==> src/include/fsr_params.svh <==
// constants of the floppy status and rate control block
// assumes inclusion by fsr_pkg, fsr_top and tb_top only
`ifndef FSR_PARAMS_SVH
`define FSR_PARAMS_SVH

// register byte offsets on the lite bus
`define FSR_OFF_STATUS   8'h00
`define FSR_OFF_RATESEL  8'h04
`define FSR_OFF_TAPE     8'h08
`define FSR_OFF_CCR      8'h0c
`define FSR_OFF_DATA     8'h10
`define FSR_OFF_CFG      8'h14

// rate select register fields
`define FSR_DSR_SWRST    7
`define FSR_DSR_LOWPWR   6
`define FSR_DSR_PRE_LSB  2
`define FSR_DSR_RESET    8'h02

// config register fields
`define FSR_CFG_CTRL     0
`define FSR_CFG_TEST     1
`define FSR_CFG_AUTO     2
`define FSR_CFG_FOURDRV  3
`define FSR_CFG_CLK48    4
`define FSR_CFG_TRK_LSB  8
`define FSR_CFG_RESET    32'h0000_0001

// status register values and timing
`define FSR_MSR_READY    8'h80
`define FSR_READY_NS     2500
`define FSR_CLK_MHZ      10

// default precompensation in 20.8 ns units
`define FSR_PRE_2M       4'h1
`define FSR_PRE_1M       4'h2
`define FSR_PRE_SLOW     4'h6

// bus responses
`define FSR_RESP_OKAY    2'h0
`define FSR_RESP_SLVERR  2'h2

`endif

==> src/include/fsr_pkg.sv <==
// types of the floppy status and rate control block
// assumes fsr_params.svh on the include path
`include "fsr_params.svh"
package fsr_pkg;
    // decoded active data rate
    typedef enum logic [2:0] {
        FSR_RATE_250K, FSR_RATE_300K, FSR_RATE_500K,
        FSR_RATE_1M,   FSR_RATE_2M,   FSR_RATE_BAD
    } fsr_rate_e;

    // events and levels from the command engine, same clock
    typedef struct packed {
        logic       cmd_first;   // first command byte taken
        logic       cmd_end_nr;  // last command byte, no result phase
        logic       res_last;    // last result byte read
        logic       seek_cmd;    // seek or recalibrate issued
        logic       sense_first; // first sense-interrupt result read
        logic [1:0] drv;         // drive of seek or sense event
        logic [1:0] act_drv;     // drive currently accessed
        logic       byte_ready;  // next byte can be exchanged
        logic       dir_rd;      // host should read next byte
        logic       nondma;      // non-dma execution phase
        logic       irq;         // controller interrupt level
        logic [7:0] res_byte;    // byte offered to the host
    } fsr_core_s;

    // settings handed to the drive side
    typedef struct packed {
        fsr_rate_e  rate;        // active data rate
        logic [3:0] precomp;     // delay in 20.8 ns units
        logic [7:0] pre_track;   // first precompensated track
        logic [1:0] tape_sel;    // logical tape drive
        logic [1:0] exchange;    // effective drive exchange
        logic       low_power;   // oscillator and separator off
    } fsr_drive_s;
endpackage : fsr_pkg

==> src/hdl/fsr_top.sv <==
// status, tape register and rate select logic of the disk controller
// assumes an axi4-lite master on mclk and a command engine on mclk
//
// Our own choices: the AXI4-Lite slave port and the register addresses.
`timescale 1ns/1ps
`include "fsr_params.svh"

module fsr_top
    import fsr_pkg::*;
#(
    parameter int READY_NS = `FSR_READY_NS,  // ready deadline in ns
    parameter int CLK_MHZ  = `FSR_CLK_MHZ    // mclk rate in MHz
) (
    input  wire logic        mclk,
    input  wire logic        nrst,
    // axi4-lite slave
    input  wire logic [7:0]  s_awaddr,
    input  wire logic        s_awvalid,
    output logic             s_awready,
    input  wire logic [31:0] s_wdata,
    input  wire logic [3:0]  s_wstrb,
    input  wire logic        s_wvalid,
    output logic             s_wready,
    output logic [1:0]       s_bresp,
    output logic             s_bvalid,
    input  wire logic        s_bready,
    input  wire logic [7:0]  s_araddr,
    input  wire logic        s_arvalid,
    output logic             s_arready,
    output logic [31:0]      s_rdata,
    output logic [1:0]       s_rresp,
    output logic             s_rvalid,
    input  wire logic        s_rready,
    // command engine side
    input  wire fsr_core_s   core,
    output logic             host_wr,
    output logic             host_rd,
    output logic [7:0]       host_byte,
    output logic             soft_reset,
    // media sense and drive id pins, asynchronous
    input  wire logic [5:0]  media_pins,
    output fsr_drive_s       drive
);
    // longest wait rounds down, never below one cycle
    localparam int RDY_CYC = (READY_NS * CLK_MHZ) / 1000;
    localparam int RDY_A   = RDY_CYC + 2;

    // refuse counts the startup counter cannot hold
    if (RDY_CYC < 1 || RDY_CYC > 255) begin : g_chk
        $error("fsr_top: ready count out of range");
    end

    logic [7:0]  init_cnt;     // startup countdown
    logic        init_busy;    // status held at 00h
    logic        request_for_master;          // request for master
    logic        cip;          // command in progress
    logic [3:0]  busy;         // per-drive seek busy
    logic [2:0]  pre_code;     // stored precomp code
    logic [1:0]  rate_code;    // last written rate code
    logic        lp;           // manual low power
    logic [31:0] cfg;          // own config register
    logic [1:0]  tape_sel;     // tape select bits
    logic [1:0]  swap;         // drive exchange bits
    logic [5:0]  pin_s1;       // first sync stage
    logic [5:0]  pin_s2;       // second sync stage
    logic [7:0]  aw_addr;      // held write address
    logic [31:0] w_data;       // held write data
    logic [3:0]  w_strb;       // held write strobes
    logic        aw_got;       // address held
    logic        w_got;        // data held
    logic        do_wr;        // both halves held
    logic        ar_fire;      // read address taken
    logic        wr_ok;        // write decodes to a register
    logic        lane0;        // low byte lane enabled
    logic [7:0]  msr_val;      // status value as read
    logic [7:0]  tdr_val;      // tape register as read
    logic [31:0] rd_val;       // read mux
    logic        rd_ok;        // read decodes to a register
    logic        dat_acc;      // data port access this cycle
    logic        msr_rd;       // status read this cycle
    logic        dsr_wr;       // rate select write this cycle
    logic        ccr_wr;       // ccr write this cycle
    logic        sw_rst_req;   // rate select bit 7 written

    // address decode used by both read and write paths
    function automatic logic is_mapped(input logic [7:0] a);
        is_mapped = (a == `FSR_OFF_STATUS) || (a == `FSR_OFF_RATESEL)
                 || (a == `FSR_OFF_TAPE)   || (a == `FSR_OFF_CCR)
                 || (a == `FSR_OFF_DATA)   || (a == `FSR_OFF_CFG);
    endfunction : is_mapped

    // rate code decode
    // rate code to rate, test mode allows only 2 Mbps
    function automatic fsr_rate_e rate_of(input logic [1:0] c,
                                          input logic       t);
        if (t) begin
            rate_of = (c == 2'h3) ? FSR_RATE_2M : FSR_RATE_BAD;
        end else begin
            case (c)
                2'h3:    rate_of = FSR_RATE_1M;
                2'h0:    rate_of = FSR_RATE_500K;
                2'h1:    rate_of = FSR_RATE_300K;
                default: rate_of = FSR_RATE_250K;
            endcase
        end
    endfunction : rate_of

    // strobes of the current bus cycle
    assign do_wr   = aw_got && w_got && !s_bvalid;
    assign ar_fire = s_arvalid && s_arready;
    assign lane0   = w_strb[0];
    assign wr_ok   = is_mapped(aw_addr);
    assign rd_ok   = is_mapped(s_araddr);
    assign dsr_wr  = do_wr && lane0 && (aw_addr == `FSR_OFF_RATESEL);
    assign ccr_wr  = do_wr && lane0 && (aw_addr == `FSR_OFF_CCR);
    assign msr_rd  = ar_fire && (s_araddr == `FSR_OFF_STATUS);
    assign dat_acc = (ar_fire && (s_araddr == `FSR_OFF_DATA))
                  || (do_wr && lane0 && (aw_addr == `FSR_OFF_DATA));
    assign sw_rst_req = dsr_wr && w_data[`FSR_DSR_SWRST];

    // pins pass two flops before any logic looks at them
    always_ff @(posedge mclk) begin
        if (!nrst) begin
            pin_s1 <= 6'h00;
            pin_s2 <= 6'h00;
        end else begin
            pin_s1 <= media_pins;
            pin_s2 <= pin_s1;
        end
    end

    // write channel: address and data taken in either order
    always_ff @(posedge mclk) begin
        if (!nrst) begin
            s_awready <= 1'b0;
            s_wready  <= 1'b0;
            aw_got    <= 1'b0;
            w_got     <= 1'b0;
            aw_addr   <= 8'h00;
            w_data    <= 32'h0000_0000;
            w_strb    <= 4'h0;
            s_bvalid  <= 1'b0;
            s_bresp   <= `FSR_RESP_OKAY;
        end else begin
            s_awready <= !aw_got && !(s_awvalid && s_awready);
            s_wready  <= !w_got && !(s_wvalid && s_wready);
            if (s_awvalid && s_awready) begin
                aw_got  <= 1'b1;
                aw_addr <= s_awaddr;
            end
            if (s_wvalid && s_wready) begin
                w_got  <= 1'b1;
                w_data <= s_wdata;
                w_strb <= s_wstrb;
            end
            // unmapped address answers slverr
            if (do_wr) begin
                s_bvalid <= 1'b1;
                s_bresp  <= wr_ok ? `FSR_RESP_OKAY : `FSR_RESP_SLVERR;
            end else if (s_bvalid && s_bready) begin
                s_bvalid  <= 1'b0;
                aw_got    <= 1'b0;
                w_got     <= 1'b0;
                s_awready <= 1'b1;
                s_wready  <= 1'b1;
            end
        end
    end

    // read channel: one read at a time, answer next cycle
    always_ff @(posedge mclk) begin
        if (!nrst) begin
            s_arready <= 1'b0;
            s_rvalid  <= 1'b0;
            s_rdata   <= 32'h0000_0000;
            s_rresp   <= `FSR_RESP_OKAY;
        end else if (ar_fire) begin
            s_arready <= 1'b0;
            s_rvalid  <= 1'b1;
            s_rdata   <= rd_val;
            s_rresp   <= rd_ok ? `FSR_RESP_OKAY : `FSR_RESP_SLVERR;
        end else if (s_rvalid && s_rready) begin
            s_rvalid  <= 1'b0;
            s_arready <= 1'b1;
        end else begin
            s_arready <= !s_rvalid;
        end
    end

    // status is zero while the controller settles
    always_comb begin
        if (init_busy) begin
            msr_val = 8'h00;
        end else begin
            // request follows interrupt in non-dma execution
            // direction and non-dma bits from engine
            msr_val = {(core.nondma ? core.irq : request_for_master),
                       core.dir_rd, core.nondma, cip, busy};
        end
    end

    // tape register layout by config mode
    always_comb begin
        tdr_val = {6'h00, tape_sel};
        if (cfg[`FSR_CFG_AUTO]) begin
            tdr_val = {pin_s2[5:4], pin_s2[1:0], swap, tape_sel};
        end else if (!cfg[`FSR_CFG_CTRL]) begin
            // valid bit from the sense of active drive 0 or 1, set for drives 2 and 3
            tdr_val[7:6] = pin_s2[5:4];
            case (core.act_drv)
                2'h0:    tdr_val[5] = pin_s2[2];
                2'h1:    tdr_val[5] = pin_s2[3];
                default: tdr_val[5] = 1'b1;
            endcase
        end
    end

    // read mux; write-only registers read as zero
    always_comb begin
        case (s_araddr)
            `FSR_OFF_STATUS: rd_val = {24'h000000, msr_val};
            `FSR_OFF_TAPE:   rd_val = {24'h000000, tdr_val};
            `FSR_OFF_DATA:   rd_val = {24'h000000, core.res_byte};
            `FSR_OFF_CFG:    rd_val = cfg;
            default:         rd_val = 32'h0000_0000;
        endcase
    end

    // startup countdown after reset, soft reset or wake
    always_ff @(posedge mclk) begin
        if (!nrst) begin
            init_cnt  <= 8'(RDY_CYC);
            init_busy <= 1'b1;
        end else if (sw_rst_req || (lp && (dat_acc || msr_rd))) begin
            init_cnt  <= 8'(RDY_CYC);
            init_busy <= 1'b1;
        end else if (init_busy) begin
            init_cnt  <= init_cnt - 8'h01;
            init_busy <= (init_cnt != 8'h01);
        end
    end

    // request bit: the ready event wins over a transfer
    always_ff @(posedge mclk) begin
        if (!nrst || sw_rst_req) begin
            request_for_master <= 1'b0;
        end else if (init_busy) begin
            request_for_master <= (init_cnt == 8'h01);
        end else if (core.byte_ready) begin
            request_for_master <= 1'b1;
        end else if (dat_acc) begin
            request_for_master <= 1'b0;
        end
    end

    // command busy, a new command wins over the clear
    always_ff @(posedge mclk) begin
        if (!nrst || sw_rst_req) begin
            cip <= 1'b0;
        end else if (core.cmd_first) begin
            cip <= 1'b1;
        end else if (core.res_last || core.cmd_end_nr) begin
            cip <= 1'b0;
        end
    end

    // per-drive busy, set beats clear on the same drive
    for (genvar i = 0; i < 4; i++) begin : g_busy
        always_ff @(posedge mclk) begin
            if (!nrst || sw_rst_req) begin
                busy[i] <= 1'b0;
            end else if (core.seek_cmd && core.drv == 2'(i)) begin
                busy[i] <= 1'b1;
            end else if (core.sense_first && core.drv == 2'(i)) begin
                busy[i] <= 1'b0;
            end
        end
    end

    // rate select loads 02h on hardware reset only
    always_ff @(posedge mclk) begin
        if (!nrst) begin
            pre_code  <= 3'(`FSR_DSR_RESET >> `FSR_DSR_PRE_LSB);
            rate_code <= 2'(`FSR_DSR_RESET);
        end else begin
            if (dsr_wr) begin
                pre_code <= w_data[`FSR_DSR_PRE_LSB +: 3];
            end
            // last write to either register sets the rate
            if (dsr_wr || ccr_wr) begin
                rate_code <= w_data[1:0];
            end
        end
    end

    // soft reset is a one-cycle self-clearing pulse
    always_ff @(posedge mclk) begin
        if (!nrst) begin
            soft_reset <= 1'b0;
        end else begin
            soft_reset <= sw_rst_req;
        end
    end

    // manual low power, wake takes priority
    always_ff @(posedge mclk) begin
        if (!nrst || sw_rst_req || dat_acc || msr_rd) begin
            lp <= 1'b0;
        end else if (dsr_wr && w_data[`FSR_DSR_LOWPWR]) begin
            lp <= 1'b1;
        end
    end

    // config and tape register writes, byte lanes honoured
    always_ff @(posedge mclk) begin
        if (!nrst) begin
            cfg      <= `FSR_CFG_RESET;
            tape_sel <= 2'h0;
            swap     <= 2'h0;
        end else if (do_wr) begin
            if (aw_addr == `FSR_OFF_CFG) begin
                for (int b = 0; b < 4; b++) begin
                    if (w_strb[b]) begin
                        cfg[8*b +: 8] <= w_data[8*b +: 8];
                    end
                end
            end
            // tape select, swap only in enhanced layout
            if (lane0 && aw_addr == `FSR_OFF_TAPE) begin
                tape_sel <= w_data[1:0];
                if (cfg[`FSR_CFG_AUTO]) begin
                    swap <= w_data[3:2];
                end
            end
        end
    end

    // data port strobes towards the command engine
    always_ff @(posedge mclk) begin
        if (!nrst) begin
            host_wr   <= 1'b0;
            host_rd   <= 1'b0;
            host_byte <= 8'h00;
        end else begin
            host_wr <= do_wr && lane0 && (aw_addr == `FSR_OFF_DATA);
            host_rd <= ar_fire && (s_araddr == `FSR_OFF_DATA);
            if (do_wr && lane0 && aw_addr == `FSR_OFF_DATA) begin
                host_byte <= w_data[7:0];
            end
        end
    end

    // drive-side settings, all registered
    always_ff @(posedge mclk) begin
        if (!nrst) begin
            drive <= '0;
        end else begin
            drive.rate      <= rate_of(rate_code, cfg[`FSR_CFG_TEST]);
            drive.pre_track <= cfg[`FSR_CFG_TRK_LSB +: 8];
            drive.tape_sel  <= tape_sel;
            drive.low_power <= lp;
            drive.exchange  <= cfg[`FSR_CFG_FOURDRV] ? 2'h0 : swap;
            // code steps, doubled units at 24 MHz
            if (pre_code == 3'h7) begin
                drive.precomp <= 4'h0;
            end else if (pre_code != 3'h0) begin
                drive.precomp <= cfg[`FSR_CFG_CLK48]
                               ? {1'b0, pre_code} : {pre_code, 1'b0};
            end else if (rate_code == 2'h3 && cfg[`FSR_CFG_TEST]) begin
                drive.precomp <= `FSR_PRE_2M;
            end else if (rate_code == 2'h3) begin
                drive.precomp <= `FSR_PRE_1M;
            end else begin
                drive.precomp <= `FSR_PRE_SLOW;
            end
        end
    end

    msr_zero_a: assert property (@(posedge mclk) disable iff (!nrst)
        msr_rd && init_busy |=> s_rdata == 32'h0000_0000)
        else $error("status not zero while settling");

    ready_time_a: assert property (@(posedge mclk)
        $rose(nrst) |-> ##[1:RDY_A] (msr_val == `FSR_MSR_READY
                                      || core.cmd_first || cip))
        else $error("ready value late after reset");

    // transfer without ready event drops the request
    rqm_clear_a: assert property (@(posedge mclk) disable iff (!nrst)
        dat_acc && !core.byte_ready && !init_busy && !sw_rst_req
        && !lp |=> !request_for_master)
        else $error("request bit kept after transfer");

    rqm_irq_a: assert property (@(posedge mclk) disable iff (!nrst)
        msr_rd && !init_busy && core.nondma
        |=> s_rdata[7] == $past(core.irq))
        else $error("request bit not following interrupt");

    cip_set_a: assert property (@(posedge mclk) disable iff (!nrst)
        core.cmd_first && !sw_rst_req |=> cip)
        else $error("command busy not set");

    // sense read clears the drive busy bit
    busy_clr_a: assert property (@(posedge mclk) disable iff (!nrst)
        core.sense_first && !core.seek_cmd |=> !busy[$past(core.drv)])
        else $error("drive busy not cleared");

    // soft reset keeps rate select contents
    dsr_keep_a: assert property (@(posedge mclk) disable iff (!nrst)
        sw_rst_req |=> (pre_code == $past(w_data[`FSR_DSR_PRE_LSB +: 3])
                        && rate_code == $past(w_data[1:0]))
                       ##1 ($stable(pre_code) && $stable(rate_code)))
        else $error("rate select changed by soft reset");

    swrst_pulse_a: assert property (@(posedge mclk) disable iff (!nrst)
        sw_rst_req |=> soft_reset ##1 !soft_reset)
        else $error("soft reset not self-clearing");

    // status read wakes from low power
    lp_wake_a: assert property (@(posedge mclk) disable iff (!nrst)
        lp && msr_rd |=> !lp ##1 !drive.low_power)
        else $error("low power not left on status read");

    // normal code 00 maps to 500 kbps
    rate_map_a: assert property (@(posedge mclk) disable iff (!nrst)
        ccr_wr && !cfg[`FSR_CFG_TEST] && w_data[1:0] == 2'h0
        |=> ##1 drive.rate == FSR_RATE_500K)
        else $error("rate code 00 not 500 kbps");

endmodule : fsr_top

==> config.mk <==
export PLATFORM = sky130hd
export DESIGN_NAME = fsr_top
export DESIGN_NICKNAME = d
export VERILOG_FILES = /design/src/include/fsr_pkg.sv /design/src/hdl/fsr_top.sv
export VERILOG_INCLUDE_DIRS = /design/src /design/src/include
export SDC_FILE = /design/constraint.sdc
export NUM_CORES = 1
export LEC_CHECK = 0
export ABC_CLOCK_PERIOD_IN_PS = 2700
export CAP_MARGIN = 20
export CORE_MARGIN = 8
export CORE_UTILIZATION = 62
export CTS_CLUSTER_SIZE = 25
export DETAILED_ROUTE_END_ITERATION = 10
export DONT_BUFFER_PORTS = 1
export PLACE_DENSITY = 0.78
export SLEW_MARGIN = 40
export SYNTH_ARGS = -nofsm -noshare
export SYNTH_HDL_FRONTEND = slang
export SYNTH_SLANG_ARGS = --single-unit
==> constraint.sdc <==
create_clock -name mclk -period 2.7 [get_ports mclk]
set_clock_uncertainty 0.1 [all_clocks]
set_input_delay 0.135 -clock mclk [delete_from_list [all_inputs] [get_ports mclk]]
set_output_delay 0.135 -clock mclk [all_outputs]
set_load 0.02 [all_outputs]
==> impl_metrics.tcl, run 1 <==
set metrics [dict create \
    arrival_ps 3000 \
    core_area_um2 10900 \
    setup_tns_ps 0 \
    cts_sinks 185 \
    synthFlopType "dfxtp_1" \
    wl_per_cell_um 20.1 \
    synthMuxAreaShare_pct 7.87 \
    drtIter0Drc 557 \
    end_kind "register" \
    layout.nets 931 \
    fin_util_pct 81.7 \
    clock_path_buffers 2 \
    synth_top_family_by_area "simple AND/OR/NAND/NOR gates" \
    rsz0062_at_grt "no" \
    min_period_over_period_pct 96.5 \
    synth-simple-area-share_pct 20.8 \
    gp_congestion 0.883 \
    cts_buffers 17 \
    grt_antenna_before_repair 0 \
    routed_via_density 6.02 \
    overflow 0 \
    track_usage_pct 26.8 \
    grt_pass1_vias 5952 \
    dr.pass1.iters 6 \
    post-place-cells 829 \
    max_freq_mhz 384 \
    hold_path_class "input pin to register" \
    cap_violations 0 \
    start_kind "register" \
    synth_edf_count 0 \
    cts_max_level 4 \
    syn_area_per_cell_um2 9.56 \
    drv_slew 0 \
    grt_max_degree 77 \
    placementRows 38 \
    relSlewSlack_pct 45.8 \
    ant_nets 0 \
    die_w_um 122 \
    power.leakage_nw 3.41 \
    drive_gt1_share_pct 7.72 \
    ys_warn_count 0 \
    synth-xor-area-share_pct 0.760 \
    vias 5988 \
    n_antenna_cell 0 \
    syn_area_um2 6920 \
    synth_compound_area_share_pct 12.9 \
    die_area_um2 14800 \
    criticalPathCategory "register to register" \
    max_slew.worst_pin.slew_ps 814 \
    synth_cells 724 \
    synth-seq-area-share_pct 53.5 \
    critPathMaxFanout 11 \
    final_hold_viol_count 0 \
    total_power_mw 5.64 \
    clk_pin_slew_ps 70 \
    port_buffers 0 \
    wirelength_um 20000 \
    syn_to_final_growth_pct 28.6 \
    insertion_delay_ps 550 \
    synthAdderAreaFrac_pct 0.543 \
    synth_cell_types 57 \
    cts_root_buf "clkbuf_8" \
    ir_drop_uv 600 \
    grt_pass1_wl_um 31300 \
    post-route-min-period_ps 2610 \
    die_h_um 122 \
    async_reset_ff_share_pct 0 \
    setup_violations 0 \
    io-pin-count 158 \
    required_ps 3090 \
    dp_hpwl_um 11500 \
    status "completed" \
    p_per_area_nw_per_um2 634 \
    synth_seq_cells 185 \
    cts_setup_buffers 0 \
    drc 0 \
    cts_tree "yes" \
    fin_cells 995 \
    initial_core_util_pct 63.5 \
]
area by class of cell:
class                      count  area [um2]
multi-input combinational    486        3000
clock inverter                12         118
timing repair buffer         144        1430
fill                         620        1990
tap                          140         175
inverter                       8        30.0
sequential                   185        3710
clock buffer                  20         445
per-stage QoR:
step	worst slack [ps]	hold WS (ps)	area, um2
finish	93.4	42.4	8900
CTS	43.6	14.3	8900
global placement	699	103	6970
global route	25.5	66.0	8900
detailed placement	624	108	6970
floorplan	796	152	6920
critical path: stages (launching register included):
cell and delay, ps:
dfxtp_2 380, or3b_2 500, a21oi_2 190, a31oi_1 80
dlygate4sd3_1 590, o21ai_0 150, dlygate4sd3_1 570
per-layer routing:
metal  global-route usage [%]  vias to the layer above  share of wire, %
met5                        0                        -                 0
met4                     12.0                        0               3.3
met3                     8.93                       74               7.8
met2                     45.1                      274                49
met1                     30.4                     2899                40
li1                         -                     2741                 -
cell families after synthesis:
family | after synthesis
DFF | 185
and+or+nand+nor | 285
other | 1
adders and majority gates | 3
muxes | 54
AOI/OAI and AO/OA | 136
buffers and inverters | 54
xor gates and xnor gates | 6
synth_stat cells (all sizes together), types with 3 or more instances:
cell,number,area [um2]
a211oi,4,30.0
a21oi,58,290
a22o,24,210
a22oi,7,52.6
a2bb2oi,5,43.8
a31oi,6,37.5
a32oi,7,61.3
and2,27,169
and3,3,18.8
buf,14,90.1
clkbuf,32,124
dfxtp,185,3700
ha,3,37.5
inv,8,30.0
mux2,3,33.8
mux2i,51,510
nand2,105,394
nand2b,8,50.1
nand3,15,75.1
nand3b,6,48.8
nand4,4,25.0
nor2,66,255
nor2b,5,31.3
nor3,12,60.1
nor3b,4,30.0
nor4,10,129
o21ai,13,65.1
or3,8,50.1
or3b,4,35.0
xor2,5,43.8
final timing paths:
| check | depth (start not counted) | end | from | slack [ps] |
|---|---|---|---|---|
| worst min register to register | 1 | pin_s2[1] | pin_s1[1] | 340 |
| worst max-delay path | 6 | s_rdata[4] | init_busy | 90 |
| worst min-delay path | 4 | lp | s_araddr[6] | 40 |
| worst max register to register | 6 | s_rdata[4] | init_busy | 90 |
where the power goes:
part | total (mW) | internal (mW) | switching, mW
clock | 2.37 | 1.29 | 1.08
sequential | 2.86 | 2.79 | 0.0711
combinational | 0.403 | 0.194 | 0.209
registers in the layout (all words and copies together) (netlist names), 6 cells and up:
signal	count
w_data	32
pin_s2	6
cfg	32
aw_addr	8
s_rdata	32
drive	20
host_byte	8
pin_s1	6
init_cnt	8
cells in the final DEF, fill, tap and decap left out, types with 4 or more instances in the layout:
cell and count:
nor4_4 5, a2bb2oi_1 5, a32oi_1 7, a31oi_1 6, nand3b_1 5, nor3b_1 4
a211oi_1 4, inv_1 7, nand3_1 15, nand4_1 4, a22oi_1 7, nor4_1 4
mux2i_1 51, nor3_1 12, nand2_1 105, or3_1 8, dfxtp_1 183, o21ai_0 13
dlygate4sd3_1 133, a22o_1 24, nor2b_1 5, nor2_1 64, nand2b_1 8, xor2_1 5
buf_4 10, and2_1 27, clkbuf_16 16, a21oi_1 57
repair_timing:
action,in CTS,in global routing
resized for setup,0,4
hold buffers,136,0
setup endpoints to repair,0,5
endpoints found under the hold margin,120,0
Power figures use the tool's default switching activity.
==> inputs of run 2 (changes only) <==
--- a/config.mk
+++ b/config.mk
@@ -8,6 +8,7 @@
 export LEC_CHECK = 0
 export ABC_CLOCK_PERIOD_IN_PS = 2700
 export CAP_MARGIN = 20
+export CORE_ASPECT_RATIO = 2
 export CORE_MARGIN = 8
 export CORE_UTILIZATION = 62
 export CTS_CLUSTER_SIZE = 25
==> run 2 against run 1 <==
Count of clock-buffer cells in the layout did not move. Global-route usage down 1.2 points. Fmax up 2.1%. Routed wire length fell by 2.7%. Clock power down 5%. Sequential share of layout area is 2.2 points higher. Power is 2.7% lower. Critical path depth unchanged. Combinational power is 10% lower. Sequential cell count unchanged. Register-to-register slack improved by 50 ps. Largest cell class unchanged. Highest routed layer unchanged.
==> impl_metrics.tcl, run 2 (same netlist as run 1, synthesis figures left out) <==
set metrics [dict create \
    cts_root_buf "clkbuf_16" \
    nFillCells 689 \
    worst_hold_slack_ps 24.7 \
    wirelength_um 19400 \
    initial_core_util_pct 63.6 \
    setup_violations 0 \
    power_switching_mw 1.31 \
    top_regs "cfg: 32 flops, s_rdata: 32 flops, w_data: 32 flops" \
    fin_util_pct 77.7 \
    most-common-layout-cells "184 x dfxtp_1, 105 x nand2_1, 90 x dlygate4sd3_1, 64 x nor2_1, 58 x a21oi_1" \
    port_buffers 0 \
    post-route-min-period_ps 2550 \
    post-place-cells 830 \
    relSlewSlack_pct 52.3 \
    core_area_um2 10900 \
    drtIter0Drc 389 \
    insertion_delay_ps 420 \
    routed_via_density 6.05 \
    arrival_ps 2820 \
    place_area_um2 6980 \
    dr.pass1.iters 5 \
    drive_gt1_share_pct 7.87 \
    regArea_um2 3700 \
    syn_to_final_growth_pct 22.1 \
    met2WireLength_um 10300 \
    io-pin-count 158 \
    final_hold_viol_count 0 \
    cts_sinks 185 \
    overflow 0 \
    power.leakage_nw 3.14 \
    grt_pass1_vias 5993 \
    cts_tree "yes" \
    critPathMaxFanout 11 \
    multi_input_area_um2 2990 \
    layout.nets 889 \
    die_w_um 90.7 \
    grt_max_degree 47 \
    p_int_mw 4.17 \
    clk_pin_slew_ps 70 \
    grt_antenna_before_repair 0 \
    dp_hpwl_um 12400 \
    setup_slack_ps 148 \
    drc 0 \
    wl_met1_um 6580 \
    die_area_um2 15000 \
    fin_cells 954 \
    status "completed" \
    min_period_over_period_pct 94.5 \
    max_freq_mhz 392 \
    required_ps 2960 \
    rsz0062_at_grt "no" \
    ant_nets 0 \
    comb_power_share_pct 6.6 \
    hold_path_class "input pin to register" \
    gp_congestion 0.835 \
    vias 5771 \
    swShare_pct 24.0 \
    p_per_area_nw_per_um2 649 \
    end_kind "register" \
    post-place-ws_ps 567 \
    start_kind "register" \
    track_usage_pct 25.6 \
    drv_slew 0 \
    die_h_um 165 \
    max_slew.worst_pin.slew_ps 709 \
    top_layer "met4" \
    wl_per_cell_um 20.4 \
    p_seq_share_pct 52.2 \
    final_area_um2 8450 \
    ir_drop_uv 742 \
    layout_commonest_cell "dfxtp_1" \
    cts_buffers 17 \
    criticalPathCategory "register to register" \
    clkPwrFrac_pct 41.2 \
    wl_met3_um 1800 \
    cap_violations 0 \
    clock_path_buffers 2 \
    placementRows 54 \
    total_power_mw 5.48 \
    setup_tns_ps 0 \
    grt_pass1_wl_um 30600 \
    cts_max_level 4 \
]
-- run 2: power by group through the flow --
stage                     registers (mW)  logic (mW)  clock network [mW]
after floorplan                     2.90       0.209                   0
after global routing                2.87       0.390                2.41
final                               2.86       0.361                2.26
after detailed placement            2.92       0.226                   0
after global placement              2.92       0.218                   0
after CTS                           2.86       0.350                2.30
-- run 2: path summary, 6_finish.rpt --
kind	slack, ps	start	endpoint	cells past startpoint
max	150	init_busy	s_rdata[4]	6
max reg2reg	150	init_busy	s_rdata[4]	6
min reg2reg	330	pin_s1[4]	pin_s2[4]	1
min	20	s_araddr[3]	s_rdata[5]	3
-- run 2: critical path: stages (launching register included) --
cell           delay [ps]
dfxtp_2               390
or3b_2                490
a21oi_1               180
a31oi_1                60
dlygate4sd3_1         570
o21ai_0               140
dlygate4sd3_1         560
-- run 2: layout make-up --
class	count	share of cell area, %
multi-input cells	486	35.4
diodes	1	0.0296
flip-flops and latches	185	43.9
clock inverters	12	1.10
repair buffers	102	11.9
inverters	8	0.356
well taps	140	2.07
clock buffers	20	5.29
-- run 2: layer usage --
| metal | vias to the layer above | GRT usage (%) |
|---|---|---|
| li1 | 2658 | - |
| met1 | 2766 | 24.0 |
| met2 | 283 | 47.4 |
| met3 | 64 | 9.10 |
| met4 | 0 | 13.7 |
| met5 | - | 0 |
-- run 2: what timing repair did --
action                                  in CTS  in global routing
gates resized for setup                      0                  1
endpoints found under the setup margin       0                  1
setup buffers                                0                  0
hold endpoints to repair                   112                  0
hold buffers                                91                  0
==> inputs of run 3 (changes only) <==
--- a/config.mk
+++ b/config.mk
@@ -8,13 +8,13 @@
 export LEC_CHECK = 0
 export ABC_CLOCK_PERIOD_IN_PS = 2700
 export CAP_MARGIN = 20
-export CORE_ASPECT_RATIO = 2
+export CORE_ASPECT_RATIO = 1.25
 export CORE_MARGIN = 8
-export CORE_UTILIZATION = 62
+export CORE_UTILIZATION = 45
+export CTS_BUF_LIST = sky130_fd_sc_hd__clkbuf_8
 export CTS_CLUSTER_SIZE = 25
 export DETAILED_ROUTE_END_ITERATION = 10
 export DONT_BUFFER_PORTS = 1
-export PLACE_DENSITY = 0.78
 export SLEW_MARGIN = 40
 export SYNTH_ARGS = -nofsm -noshare
 export SYNTH_HDL_FRONTEND = slang
==> run 3 against run 2 <==
Register-to-register slack barely moved. Power fell by 6.8%. Global-route usage fell by 7.2 points. Sequential cell count did not move. Critical path depth did not move. Combinational power fell by 1%. Routed wire length fell by 6.4%. Utilization fell by 21 points.
==> impl_metrics.tcl, run 3 (same netlist as run 1, synthesis figures left out) <==
set metrics [dict create \
    wl_met1_um 7410 \
    ir_drop_uv 415 \
    end_kind "register" \
    cts_sinks 185 \
    die_h_um 155 \
    drtIter0Drc 194 \
    cts_max_level 4 \
    arrival_ps 2780 \
    drc 0 \
    status "completed" \
    initial_core_util_pct 46.1 \
    vias 5488 \
    wl_per_cell_um 18.2 \
    required_ps 2930 \
    ant_nets 0 \
    max_slew.worst_pin.slew_ps 802 \
    port_buffers 0 \
    final_area_um2 8450 \
    layout.nets 896 \
    setup_tns_ps 0 \
    routed_via_density 5.47 \
    layout_commonest_cell "dfxtp_1" \
    drive_gt1_share_pct 7.69 \
    post-place-ws_ps 638 \
    reg2reg_setup_slack_ps 150 \
    max_freq_mhz 392 \
    syn_to_final_growth_pct 22.2 \
    clock_path_buffers 2 \
    wl_met3_um 1440 \
    ff2ff_path_depth 6 \
    start_kind "register" \
    post-route-min-period_ps 2550 \
    track_usage_pct 18.4 \
    dp_hpwl_um 12300 \
    nFillCells 1330 \
    r2r_end "s_rdata[6]" \
    cts_tree "yes" \
    min_from "s_araddr[2]" \
    top_layer "met4" \
    relSlewSlack_pct 46.5 \
    critPathMaxFanout 11 \
    p_per_area_nw_per_um2 605 \
    wirelength_um 18200 \
    min_period_over_period_pct 94.4 \
    clk_pin_slew_ps 90 \
    cts_root_buf "clkbuf_8" \
    place_area_um2 7020 \
    top_regs "cfg: 32 flops, s_rdata: 32 flops, w_data: 32 flops" \
    cts_buffers 17 \
    setup_slack_ps 150 \
    grt_pass1_vias 5633 \
    grt_max_degree 78 \
    core_area_um2 15000 \
    drv_slew 0 \
    power.leakage_nw 3.14 \
    insertion_delay_ps 450 \
    io-pin-count 158 \
    r2r_start "init_busy" \
    overflow 0 \
    multi_input_area_um2 3000 \
    gp_congestion 0.829 \
    met2WireLength_um 8920 \
    min_path_cells 4 \
    grt_antenna_before_repair 2 \
    regArea_um2 3700 \
    cts_setup_buffers 0 \
    rsz0062_at_grt "no" \
    setup_violations 0 \
    criticalPathCategory "register to register" \
    dr.pass1.iters 4 \
    final_hold_viol_count 0 \
    hold_path_class "input pin to register" \
    die_area_um2 19600 \
    grt_pass1_wl_um 28900 \
    most-common-layout-cells "185 x dfxtp_1, 105 x nand2_1, 97 x dlygate4sd3_1, 64 x nor2_1, 58 x a21oi_1" \
    die_w_um 127 \
    min_to "s_rdata[4]" \
    cap_violations 0 \
    placementRows 50 \
]
-- run 3: cell types whose count changed in the layout (fill, tap and decap cells not counted), sizes merged --
cell          before  now
clkinv             5    7
buf               12   11
diode              1    2
clkinvlp           4    0
clkbuf            20   19
bufinv             0    3
dlymetal6s4s       0    1
inv               11   10
dlygate4sd3       90   97
-- run 3: worst max-delay path by stage --
stage / cells past startpoint / to / start / slack, ps
floorplan: 4 / cfg[0] / s_bvalid / 800
global placement: 4 / pre_code[2] / aw_addr[6] / 680
detailed placement: 4 / pre_code[0] / aw_addr[6] / 640
CTS: 6 / s_rdata[7] / request_for_master / 50
global route: 6 / s_rdata[1] / init_busy / 10
finish: 6 / s_rdata[6] / init_busy / 150
-- run 3: through the flow --
stage	instances	hold WS, ps	utilization [%]	power [mW]
6_report	1003	50.8	56.3	5.11
2_1_floorplan	725	152	-	3.11
5_1_grt	1003	57.9	56.3	5.34
4_1_cts	1002	0.858	56.2	5.17
3_3_place_gp	871	107	46.8	3.14
3_5_place_dp	871	115	46.8	3.15
-- run 3: layout make-up --
cell class | count | share of cell area, %
Clock inverter | 12 | 1.75
Antenna cell | 2 | 0.0592
Timing Repair Buffer | 109 | 12.8
Clock buffer | 19 | 3.09
Sequential cell | 185 | 43.8
Inverter | 8 | 0.370
Multi-Input combinational cell | 486 | 35.5
Tap cell | 182 | 2.69
-- run 3: worst max-delay path, cell delays in order, from the launching register on --
cell and delay (ps):
dfxtp_1 590, inv_1 120, and4_1 240, a2bb2oi_1 170
dlygate4sd3_1 580, a21oi_1 70, dlygate4sd3_1 570
-- run 3: timing repair --
action                     in CTS  in global routing
setup endpoints to repair       0                  2
hold buffers                  100                  0
hold endpoints to repair      108                  0
gates resized for setup         0                  3
-- run 3: per-layer routing --
metal,GRT usage [%],vias to the layer above
li1,-,2673
met5,0,-
met2,31.9,179
met1,19.3,2603
met4,8.06,0
met3,7.12,33
-- run 3: report_power, final --
part,leakage [nW],total [mW],internal (mW),switching [mW]
clock,0.219,1.90,0.960,0.939
combinational,1.42,0.357,0.166,0.190
sequential,1.50,2.86,2.79,0.0657
